File: config.mk
export PLATFORM = sky130hd
export DESIGN_NAME = opc_top
export DESIGN_NICKNAME = d
export VERILOG_FILES = /design/src/hw/opc_pkg.sv /design/src/hw/opc_bus_if.sv /design/src/hw/opc_reg8.sv /design/src/hw/opc_top.sv
export SDC_FILE = /design/constraint.sdc
export NUM_CORES = 1
export LEC_CHECK = 0
export BUFFER_PORTS_ARGS = -buffer_cell sky130_fd_sc_hd__buf_2
export CORE_ASPECT_RATIO = 1.4
export CORE_MARGIN = 5
export CORE_UTILIZATION = 40
export DETAILED_ROUTE_END_ITERATION = 8
export GPL_ROUTABILITY_DRIVEN = 0
export SKIP_CTS_REPAIR_TIMING = 1
export SLEW_MARGIN = 20
export SYNTH_ARGS = -nofsm -noshare
export SYNTH_HDL_FRONTEND = slang
export SYNTH_SLANG_ARGS = --single-unit
File: constraint.sdc
create_clock -name CLK -period 2.1 [get_ports CLK]
set_input_delay 0.315 -clock CLK [delete_from_list [all_inputs] [get_ports CLK]]
set_output_delay 0.315 -clock CLK [all_outputs]
set_load 0.05 [all_outputs]
File: src/hw/opc_pkg.sv
// Package with offsets, field layout and reset values of the output PLL config bank
package opc_pkg;
    localparam logic [15:0] OPC_ADDR_CP = 16'h0430;
    localparam logic [15:0] OPC_ADDR_FB = 16'h0431;
    localparam logic [15:0] OPC_ADDR_LF = 16'h0432;
    localparam logic [15:0] OPC_ADDR_PD = 16'h0433;
    localparam logic [7:0] OPC_RST_CP = 8'h2E;
    localparam logic [7:0] OPC_RST_FB = 8'h00;
    localparam logic [7:0] OPC_RST_LF = 8'h7F;
    localparam logic [7:0] OPC_RST_PD = 8'h00;
    localparam logic [7:0] OPC_MASK_CP = 8'h7F;
    localparam logic [7:0] OPC_MASK_FB = 8'hFF;
    localparam logic [7:0] OPC_MASK_LF = 8'hFF;
    localparam logic [7:0] OPC_MASK_PD = 8'h03;
    localparam int OPC_RP2_LSB = 6;
    localparam int OPC_RZ_LSB = 3;
    localparam int OPC_CP1_LSB = 0;
    localparam int OPC_PD_RST_BIT = 1;
    localparam int OPC_PD_BYP_BIT = 0;
    localparam logic [7:0] OPC_FB_MIN = 8'h0E;
    localparam logic [15:0] OPC_ZERO16 = 16'h0000;
endpackage

File: src/hw/opc_bus_if.sv
// Interface carrying one register's write strobe, data and stored value
`timescale 1ns/1ps
`default_nettype none
interface opc_bus_if;
    logic we;
    logic [7:0] wdata;
    logic [7:0] q;
    modport ctrl (output we, output wdata, input q);
    modport reg_side (input we, input wdata, output q);
endinterface
`default_nettype wire

File: src/hw/opc_reg8.sv
// One 8-bit configuration register with writable-bit mask
`timescale 1ns/1ps
`default_nettype none
module opc_reg8 #(
    parameter logic [7:0] RESET_VALUE = 8'h00,
    parameter logic [7:0] WRITE_MASK = 8'hFF
) (
    input wire logic clk,
    input wire logic rst_n,
    opc_bus_if.reg_side bus
);
    logic [7:0] value;
    logic [7:0] next_value;

    always_comb begin
        next_value = value;
        if (bus.we) begin
            next_value = bus.wdata & WRITE_MASK;
        end
    end

    always_ff @(posedge clk or negedge rst_n) begin
        if (!rst_n) begin
            value <= RESET_VALUE;
        end else begin
            value <= next_value;
        end
    end

    assign bus.q = value;
endmodule // opc_reg8
`default_nettype wire

File: src/hw/opc_top.sv
// Configuration register bank of the first output analog PLL
// Notes on behaviour
// - Seven-bit charge pump code, resets 0x2E
// - Eight-bit feedback ratio, legal 14..255, resets 0
// - Bits 7:6 select second pole resistor
// - Bits 2:0 select pole capacitor, byte 0x7F
// - Set bit holds output post-divider in reset
// - Bypass bit forces internal zero resistor off
// - Reserved bits are zero after reset
//
// Our own choice: the address-and-strobe port.
`timescale 1ns/1ps
`default_nettype none
module opc_top
    import opc_pkg::*;
(
    input wire logic CLK,
    input wire logic RST_N,
    input wire logic [15:0] ADDR,
    input wire logic [7:0] WDATA,
    input wire logic WR,
    input wire logic RD,
    output logic [7:0] RDATA,
    output logic [6:0] CP_CURRENT,
    output logic [7:0] FB_RATIO,
    output logic FB_RATIO_LEGAL,
    output logic [1:0] RP2_SEL,
    output logic [2:0] RZ_SEL,
    output logic [2:0] CP1_SEL,
    output logic POST_DIV_RESET,
    output logic RZ_BYPASS
);
    // One carrier per register between decode and storage
    opc_bus_if cp_bus ();
    opc_bus_if fb_bus ();
    opc_bus_if lf_bus ();
    opc_bus_if pd_bus ();

    // Address decode for the write enables
    logic sel_cp;
    logic sel_fb;
    logic sel_lf;
    logic sel_pd;

    always_comb begin
        sel_cp = 1'b0;
        sel_fb = 1'b0;
        sel_lf = 1'b0;
        sel_pd = 1'b0;
        unique case (ADDR)
            OPC_ADDR_CP: sel_cp = 1'b1;
            OPC_ADDR_FB: sel_fb = 1'b1;
            OPC_ADDR_LF: sel_lf = 1'b1;
            OPC_ADDR_PD: sel_pd = 1'b1;
            default: sel_cp = 1'b0;
        endcase
    end

    assign cp_bus.we = WR && sel_cp;
    assign fb_bus.we = WR && sel_fb;
    assign lf_bus.we = WR && sel_lf;
    assign pd_bus.we = WR && sel_pd;

    // Every register sees the same write data
    assign cp_bus.wdata = WDATA;
    assign fb_bus.wdata = WDATA;
    assign lf_bus.wdata = WDATA;
    assign pd_bus.wdata = WDATA;

    opc_reg8 #(
        .RESET_VALUE(OPC_RST_CP),
        .WRITE_MASK(OPC_MASK_CP)
    ) u_cp (
        .clk(CLK),
        .rst_n(RST_N),
        .bus(cp_bus)
    );

    opc_reg8 #(
        .RESET_VALUE(OPC_RST_FB),
        .WRITE_MASK(OPC_MASK_FB)
    ) u_fb (
        .clk(CLK),
        .rst_n(RST_N),
        .bus(fb_bus)
    );

    opc_reg8 #(
        .RESET_VALUE(OPC_RST_LF),
        .WRITE_MASK(OPC_MASK_LF)
    ) u_lf (
        .clk(CLK),
        .rst_n(RST_N),
        .bus(lf_bus)
    );

    opc_reg8 #(
        .RESET_VALUE(OPC_RST_PD),
        .WRITE_MASK(OPC_MASK_PD)
    ) u_pd (
        .clk(CLK),
        .rst_n(RST_N),
        .bus(pd_bus)
    );

    // Read data registered one cycle after each RD cycle, zero after a cycle without RD
    logic [7:0] next_rdata;

    // readback, unmapped and reserved as zero
    always_comb begin
        next_rdata = 8'h00;
        if (RD) begin
            unique case (ADDR)
                OPC_ADDR_CP: next_rdata = cp_bus.q;
                OPC_ADDR_FB: next_rdata = fb_bus.q;
                OPC_ADDR_LF: next_rdata = lf_bus.q;
                OPC_ADDR_PD: next_rdata = pd_bus.q;
                default: next_rdata = 8'h00;
            endcase
        end
    end

    always_ff @(posedge CLK or negedge RST_N) begin
        if (!RST_N) begin
            RDATA <= 8'h00;
        end else begin
            RDATA <= next_rdata;
        end
    end

    // Output registers mirror stored fields one cycle later
    logic [6:0] next_cp;

    always_comb begin
        next_cp = cp_bus.q[6:0];
    end

    always_ff @(posedge CLK or negedge RST_N) begin
        if (!RST_N) begin
            CP_CURRENT <= OPC_RST_CP[6:0];
        end else begin
            CP_CURRENT <= next_cp;
        end
    end

    // Ratio below the minimum is kept; only the flag drops
    logic [7:0] next_fb;
    logic next_fb_legal;

    always_comb begin
        next_fb = fb_bus.q;
        next_fb_legal = (fb_bus.q >= OPC_FB_MIN);
    end

    // ratio held until the next write
    always_ff @(posedge CLK or negedge RST_N) begin
        if (!RST_N) begin
            FB_RATIO <= OPC_RST_FB;
            FB_RATIO_LEGAL <= 1'b0;
        end else begin
            FB_RATIO <= next_fb;
            FB_RATIO_LEGAL <= next_fb_legal;
        end
    end

    // Loop filter byte split into its three selections
    logic [1:0] next_rp2;
    logic [2:0] next_rz;
    logic [2:0] next_cp1;

    always_comb begin
        next_rp2 = lf_bus.q[OPC_RP2_LSB +: 2];
        next_rz = lf_bus.q[OPC_RZ_LSB +: 3];
        next_cp1 = lf_bus.q[OPC_CP1_LSB +: 3];
    end

    // selections held until the next write
    always_ff @(posedge CLK or negedge RST_N) begin
        if (!RST_N) begin
            RP2_SEL <= OPC_RST_LF[OPC_RP2_LSB +: 2];
            RZ_SEL <= OPC_RST_LF[OPC_RZ_LSB +: 3];
            CP1_SEL <= OPC_RST_LF[OPC_CP1_LSB +: 3];
        end else begin
            RP2_SEL <= next_rp2;
            RZ_SEL <= next_rz;
            CP1_SEL <= next_cp1;
        end
    end

    // Post-divider control pair; upper bits never stored
    logic next_pd_rst;
    logic next_byp;

    always_comb begin
        next_pd_rst = pd_bus.q[OPC_PD_RST_BIT];
        next_byp = pd_bus.q[OPC_PD_BYP_BIT];
    end

    // control bits held until the next write
    always_ff @(posedge CLK or negedge RST_N) begin
        if (!RST_N) begin
            POST_DIV_RESET <= OPC_RST_PD[OPC_PD_RST_BIT];
            RZ_BYPASS <= OPC_RST_PD[OPC_PD_BYP_BIT];
        end else begin
            POST_DIV_RESET <= next_pd_rst;
            RZ_BYPASS <= next_byp;
        end
    end
endmodule // opc_top
`default_nettype wire

==> impl_metrics.ini, run 1 <==
[global_routing]
overflow = 0
grt_start_max_net_pins = 38
antenna_found_initial = 0
grt_usage_pct = 13.1
grt_pass1_wl_um = 6910
grt_pass1_vias = 1446

[setup_path]
r2r-end = RDATA[1]$_DFF_PN0_
end_kind = flip-flop
startpoint_type = input pin
ff2ff_path_depth = 2
worst-setup-path-type = in2reg
crit_arrival_ns = 2.03
rrSetupSlack_ns = 1.00
crit_fanout = 5
required_ns = 2.31
r2r-start = u_fb.bus.q[1]$_DFFE_PN0P_

[synth]
syn-cell-area_um2 = 2180
yosysTopAreaCell = dfrtp_1
yosys_register_bits = 59
synth-edff-count = 0
ys_async_sr_fraction_pct = 100
synth_area_per_cell_um2 = 16.5
ys.flop_type = dfrtp_1
yosysMostFrequentCell = dfrtp_1
yosysWarnings = 0
synthTopCellsByCount = dfrtp_1, dfstp_2, mux2_2
synth_area_leaders = dfrtp_1, dfstp_2, mux2_2, mux2_4, nor2_1
yosysTopAreaCellShare_pct = 42.4
synth.distinct_cells = 23
ys_seq_area_share_pct = 68.8
synthesis.nets = 160
netlist_instances = 132

[timing]
setup_viol = 0
worst_hold_slack_ns = -0.0402
grt_setup_unrepaired = no
finalCritPeriodShare_pct = 86.9
relSlewSlack_pct = 65.4
period_minus_slack_ns = 1.82
max_freq_ghz = 0.548
hold_viol_final = 10
finalClockSkew_ns = 0.00602
worstMarginPinSlew_ns = 0.519
drv_slew = 0

[outcome]
violations = hold timing
outcome = finished with violations

[cells_and_area]
finalNonFillerCells = 282
n_antenna_cell = 0
fin_nets = 239
areaGrowthSynthToFinish_pct = 28.4
drive_gt1_share_pct = 63.9
fill_cells = 453

[detailed_routing]
first_pass_iters = 4
drc = 0
wire_per_inst_um = 15.3
ant_nets = 0
drt-initial-drc-count = 48
vias = 1334
drt-vias-per-instance = 4.73
drt-total-wl_um = 4310

[placement]
io_buffers = 61
hpwlAfterDp_um = 3170
dp.cells = 266

[power]
vdd.ir_drop.worst_uv = 291
p_leak_uw = 0.00147
p_per_area_nw_per_um2 = 739

[clock_tree]
cts_sinks = 59
cts_buffers = 9
clk_pin_slew_worst_paths_ns = 0.06
htree_levels = 3
root_buffer = clkbuf_8
clkLatencyLatePin_ns = 0.33
tritoncts = built
cts_buffer_depth = 2

[min_path]
hold_class = in2async

[run]
cap_violations = 0

[floorplan]
dieWidth_um = 72.5
dieHeight_um = 97.4
core_area_um2 = 5240
num_io_pins = 62
rows = 31
start_util_pct = 41.7
die_area_um2 = 7060
## sequential cells by signal, indices dropped and copies added (netlist names), 2 cells and up
name and count:
CP_CURRENT 7, FB_RATIO 8, u_fb.bus.q 8, u_pd.bus.q 2
RZ_SEL 3, RP2_SEL 2, RDATA 8, u_cp.bus.q 7
CP1_SEL 3, u_lf.bus.q 8
## kinds of logic (layout without fill, tap and decap cells)
logic type	Yosys count	count (layout)	share of synthesized area [%]
and+or+nand+nor	32	32	10.5
buffers and inverters	3	87	0.859
DFF	59	59	68.8
AOI/OAI and AO/OA	6	6	1.37
muxes	32	32	18.4
## worst max path at each step
| stage | startpoint | to | depth (start not counted) |
|---|---|---|---|
| 2_1_floorplan | ADDR[12] | u_cp.bus.q[0]$_DFFE_PN0P_ | 5 |
| 3_3_place_gp | ADDR[12] | u_fb.bus.q[0]$_DFFE_PN0P_ | 7 |
| 3_5_place_dp | ADDR[12] | u_fb.bus.q[7]$_DFFE_PN0P_ | 7 |
| 4_1_cts | ADDR[12] | u_fb.bus.q[7]$_DFFE_PN0P_ | 7 |
| 5_1_grt | ADDR[12] | u_fb.bus.q[0]$_DFFE_PN0P_ | 7 |
| 6_report | ADDR[12] | u_fb.bus.q[0]$_DFFE_PN0P_ | 7 |
## where the power goes
part | switching (uW) | internal, uW | total (uW)
Combinational | 49.4 | 32.5 | 81.9
Sequential | 0.194 | 1140 | 1140
Clock | 397 | 455 | 852
## cell usage in the layout (no fill, tap or decap)
master / count
a21oi_1: 6
buf_12: 1
buf_2: 61
buf_4: 9
clkbuf_1: 3
clkbuf_8: 10
clkinv_2: 3
dfrtp_1: 37
dfstp_2: 22
mux2_2: 18
mux2_4: 7
mux2i_1: 5
mux4_2: 2
nand2_1: 3
nand3_1: 1
nand4_1: 1
nand4bb_1: 1
nand4bb_4: 1
nor2_1: 15
nor2b_1: 3
nor3b_1: 1
nor3b_4: 2
nor4_1: 1
nor4b_4: 1
or3_1: 1
or4_4: 1
## layout make-up
cell class | count | area [um2] | area share (%)
flip-flops and latches | 59 | 1500 | 53.6
clock inverters | 3 | 15.0 | 0.535
clock buffers | 13 | 149 | 5.31
well taps | 66 | 82.6 | 2.94
repair buffers | 71 | 393 | 14.0
multi-input cells | 70 | 662 | 23.6
## per-stage QoR
step	cell area [um2]	TNS (ns)	power [uW]	utilization [%]	worst slack (ns)
after floorplan	2180	0	1180	-	0.0862
after global placement	2640	-0.387	1240	50.4	-0.0383
after detailed placement	2640	-0.923	1240	50.4	-0.0841
after CTS	2810	0	2090	53.6	0.265
after global routing	2810	0	2140	53.6	0.185
final	2810	0	2070	53.6	0.275
## layer usage
metal	wire [um]	global-route usage, %	share of wire (%)	vias up
met5	0	0	0	-
met4	113	7.24	2.6	0
met3	317	3.42	7.4	9
met2	2240	21.9	52	49
met1	1640	14.8	38	658
li1	-	-	-	618
## worst max-delay path, cell delays in order
cell,delay (ns)
buf_2,0.10
or4_4,0.53
nand4bb_4,0.25
buf_4,0.16
nor3b_4,0.18
buf_4,0.17
mux2_2,0.33
(Power assumes the default switching activity.)
==> run 2, diff against run 1 <==
--- a/config.mk
+++ b/config.mk
@@ -11,6 +11,7 @@
 export CORE_UTILIZATION = 40
 export DETAILED_ROUTE_END_ITERATION = 8
 export GPL_ROUTABILITY_DRIVEN = 0
+export RECOVER_POWER = 50
 export SKIP_CTS_REPAIR_TIMING = 1
 export SLEW_MARGIN = 20
 export SYNTH_ARGS = -nofsm -noshare
==> constraint.sdc (replaced) <==
create_clock -name CLK -period 1.7 [get_ports CLK]
set_input_delay 0.255 -clock CLK [delete_from_list [all_inputs] [get_ports CLK]]
set_output_delay 0.255 -clock CLK [all_outputs]
set_load 0.05 [all_outputs]
==> impl_metrics.ini, run 2 (same netlist as run 1, synthesis figures left out) <==
[detailed_routing]
drt-initial-drc-count = 78
drc = 0
drt-vias-per-instance = 4.68
drt-total-wl_um = 4540
vias = 1335
wire_per_inst_um = 15.9
ant_nets = 0
first_pass_iters = 4

[clock_tree]
cts_buffer_depth = 2
clk_pin_slew_worst_paths_ns = 0.06
root_buffer = clkbuf_8
cts_buffers = 9
cts_sinks = 59
tritoncts = built
clkLatencyLatePin_ns = 0.32
htree_levels = 3

[setup_path]
required_ns = 1.90
end_kind = flip-flop
cpPeakStageDelay_ns = 0.53
cp_top_family = simple AND/OR/NAND/NOR gates
worst-setup-path-type = in2reg
crit_arrival_ns = 1.94
crit_fanout = 5
critical_path_buf_inv_count = 3
startpoint_type = input pin
slowest_stage = or4_4
cp_cell_sequence = buf_6, or4_4, nand4bb_4, buf_12, nor3b_4, buf_4, mux2_2

[global_routing]
antenna_found_initial = 0
grt_usage_pct = 14.0
grt_pass1_wl_um = 7420
overflow = 0
grt_pass1_vias = 1503
grt_start_max_net_pins = 60

[power]
combPwrFrac_pct = 4.3
p_leak_uw = 0.00150
clkPwrFrac_pct = 40.8
p_per_area_nw_per_um2 = 888
intPower_uw = 2010
p_sw_uw = 548
vdd.ir_drop.worst_uv = 342
p_seq_share_pct = 54.9
power_uw = 2560
sw_frac_of_total_pct = 21.4

[run]
cap_violations = 0

[timing]
max_freq_ghz = 0.575
finalCritPeriodShare_pct = 102
relSlewSlack_pct = 50.1
finalClockSkew_ns = 0.00491
tns_ns = -0.209
grt_setup_unrepaired = yes
setup_viol = 9
drv_slew = 0
final.setup.worst_slack_ns = -0.0388
hold_viol_final = 0
period_minus_slack_ns = 1.74
worstMarginPinSlew_ns = 0.749

[cells_and_area]
areaGrowthSynthToFinish_pct = 32.1
drive_gt1_share_pct = 60.3
n_antenna_cell = 0
fill_cells = 444
final_common_cell = buf_2
mostFrequentLayoutCells = buf_2, dfrtp_1, mux2_4, nor2_1, dfstp_2
fin_nets = 242

[floorplan]
num_io_pins = 62
dieHeight_um = 97.4
dieWidth_um = 72.5
rows = 31
die_area_um2 = 7060
start_util_pct = 41.7
core_area_um2 = 5240

[min_path]
hold_class = in2reg

[placement]
io_buffers = 61
hpwlAfterDp_um = 3380

[outcome]
outcome = finished with violations
violations = setup timing
run 2: worst paths after layout:
check | from | endpoint | slack [ns] | depth (start not counted)
worst min register to register | u_lf.bus.q[6]$_DFFE_PN1P_ | RP2_SEL[0]$_DFF_PN1_ | 0.38 | 0
max in group asynchronous | RST_N | RZ_BYPASS$_DFF_PN0_ | 0.56 | 3
min in group asynchronous | RST_N | u_pd.bus.q[1]$_DFFE_PN0P_ | 0.66 | 3
worst max-delay path | ADDR[12] | u_fb.bus.q[6]$_DFFE_PN0P_ | -0.04 | 7
worst max register to register | u_pd.bus.q[0]$_DFFE_PN0P_ | RDATA[0]$_DFF_PN0_ | 0.57 | 2
worst min-delay path | WDATA[7] | u_fb.bus.q[7]$_DFFE_PN0P_ | 0.19 | 2
run 2: routing by layer:
metal	vias to the layer above	wire [um]	global-route usage, %
met3	7	333	5.38
met4	0	87	6.82
met5	-	0	0
li1	625	-	-
met1	653	1780	16.3
met2	50	2350	22.1
run 2: worst register-to-register path, stage by stage, from the launching register on:
cell and delay (ns):
dfrtp_1 0.41, mux4_2 0.46, nor2b_1 0.14
run 2: through the flow:
step | utilization, % | hold slack, ns | cells | instance area, um2 | setup slack (ns)
6_report | 55.1 | 0.190 | 285 | 2890 | -0.0388
5_1_grt | 55.1 | 0.178 | 285 | 2890 | -0.0630
4_1_cts | 54.5 | -0.0780 | 284 | 2860 | -0.0483
3_5_place_dp | 51.4 | 0.276 | 268 | 2690 | -0.398
3_3_place_gp | 51.4 | 0.270 | 268 | 2690 | -0.346
2_1_floorplan | - | -0.0406 | 132 | 2210 | -0.220
run 2: layout make-up:
cell class / count / area [um2] / area share (%)
Sequential cell: 59 / 1500 / 52.1
Multi-Input combinational cell: 70 / 701 / 24.3
Timing Repair Buffer: 74 / 435 / 15.1
Clock buffer: 13 / 149 / 5.16
Tap cell: 66 / 82.6 / 2.86
Clock inverter: 3 / 15.0 / 0.520
run 2: power groups by stage:
stage	combinational [uW]	sequential [uW]	clock (uW)
after CTS	113	1410	1080
after global routing	123	1410	1130
after floorplan	25.5	1430	0
after detailed placement	113	1430	0
after global placement	111	1430	0
final	110	1410	1040
==> run 3, diff against run 2 <==
--- a/config.mk
+++ b/config.mk
@@ -9,6 +9,7 @@
 export CORE_ASPECT_RATIO = 1.4
 export CORE_MARGIN = 5
 export CORE_UTILIZATION = 40
+export CTS_CLUSTER_DIAMETER = 50
 export DETAILED_ROUTE_END_ITERATION = 8
 export GPL_ROUTABILITY_DRIVEN = 0
 export RECOVER_POWER = 50
@@ -17,3 +18,4 @@
 export SYNTH_ARGS = -nofsm -noshare
 export SYNTH_HDL_FRONTEND = slang
 export SYNTH_SLANG_ARGS = --single-unit
+export TNS_END_PERCENT = 5
==> impl_metrics.ini, run 3 (same netlist as run 1, synthesis figures left out) <==
[timing]
final.setup.worst_slack_ns = -0.0103
finalClockSkew_ns = 0.00599
max_freq_ghz = 0.585
drv_slew = 0
grt_setup_unrepaired = yes
relSlewSlack_pct = 66.7
hold_viol_final = 0
finalCritPeriodShare_pct = 101
tns_ns = -0.0127
period_minus_slack_ns = 1.71
worstMarginPinSlew_ns = 0.499
setup_viol = 2

[power]
power_uw = 2830
p_per_area_nw_per_um2 = 975
vdd.ir_drop.worst_uv = 380
p_leak_uw = 0.00152

[setup_path]
required_ns = 1.90
crit_arrival_ns = 1.91
end_kind = flip-flop
crit_fanout = 5
startpoint_type = input pin
worst-setup-path-type = in2reg

[clock_tree]
clkLatencyLatePin_ns = 0.32
htree_levels = 3
clk_pin_slew_worst_paths_ns = 0.05
root_buffer = clkbuf_8
cts_buffer_depth = 2
cts_buffers = 9
cts_sinks = 59
tritoncts = built

[detailed_routing]
top_layer = met4
drt-total-wl_um = 4300
first_pass_iters = 4
ant_nets = 0
vias = 1365
drc = 0
drt-initial-drc-count = 71
drt-vias-per-instance = 4.79
drt-met1-wl_um = 1660
wl_met2_um = 2230
wire_per_inst_um = 15.1
wl_met3_um = 329

[outcome]
outcome = finished with violations
violations = setup timing

[cells_and_area]
fin_nets = 242
final_common_cell = buf_2
mostFrequentLayoutCells = buf_2, dfrtp_1, nor2_1, mux2_2, clkbuf_8
drive_gt1_share_pct = 60.3
n_antenna_cell = 0
fill_cells = 456
areaGrowthSynthToFinish_pct = 33.1

[floorplan]
dieWidth_um = 72.5
rows = 31
num_io_pins = 62
die_area_um2 = 7060
dieHeight_um = 97.4
start_util_pct = 41.7
core_area_um2 = 5240

[placement]
io_buffers = 61
hpwlAfterDp_um = 3230

[global_routing]
grt_usage_pct = 13.5
grt_pass1_wl_um = 7110
grt_pass1_vias = 1476
overflow = 0
grt_start_max_net_pins = 40
antenna_found_initial = 0

[run]
cap_violations = 0

[min_path]
hold_class = in2reg
run 3: per-stage QoR:
stage          cell area (um2)  hold WS [ns]  util, %  instances  setup WS, ns
3_5_place_dp              2660         0.241     50.7        268        -0.405
6_report                  2910         0.189     55.5        285       -0.0103
3_3_place_gp              2660         0.224     50.7        268        -0.354
5_1_grt                   2910         0.176     55.5        285       -0.0403
2_1_floorplan             2180       -0.0406        -        132        -0.222
4_1_cts                   2870        -0.121     54.9        284       -0.0540
run 3: path summary, 6_finish.rpt:
path	from	to	slack [ns]	cells past startpoint
max	ADDR[12]	u_lf.bus.q[7]$_DFFE_PN0P_	-0.01	7
min	WDATA[7]	u_lf.bus.q[7]$_DFFE_PN0P_	0.19	2
max reg2reg	u_pd.bus.q[0]$_DFFE_PN0P_	RDATA[0]$_DFF_PN0_	0.59	2
min reg2reg	u_lf.bus.q[3]$_DFFE_PN1P_	RZ_SEL[0]$_DFF_PN1_	0.38	0
max in group asynchronous	RST_N	u_lf.bus.q[0]$_DFFE_PN1P_	0.37	3
min in group asynchronous	RST_N	u_pd.bus.q[1]$_DFFE_PN0P_	0.41	2
run 3: metal layers:
metal  vias to the layer above  track usage (%)
li1                        626                -
met1                       681             15.8
met2                        51             21.3
met3                         7             4.87
met4                         0             6.82
met5                         -                0
run 3: worst max-delay path: stages:
cell	delay (ns)
buf_6	0.09
or4_4	0.52
nand4bb_4	0.25
buf_6	0.15
nor3b_4	0.19
buf_6	0.16
mux2_4	0.29
run 3: layout make-up:
type                            count  area, um2  share of cell area, %
Sequential cell                    59       1500                   51.7
Multi-Input combinational cell     70        682                   23.5
Timing Repair Buffer               74        423                   14.5
Clock buffer                       15        186                   6.41
Tap cell                           66       82.6                   2.84
Clock inverter                      1       30.0                   1.03
run 3: power breakdown:
part	switching, uW	internal, uW
Combinational	61.3	43.8
Clock	485	839
Sequential	0.243	1410
Total	546	2290
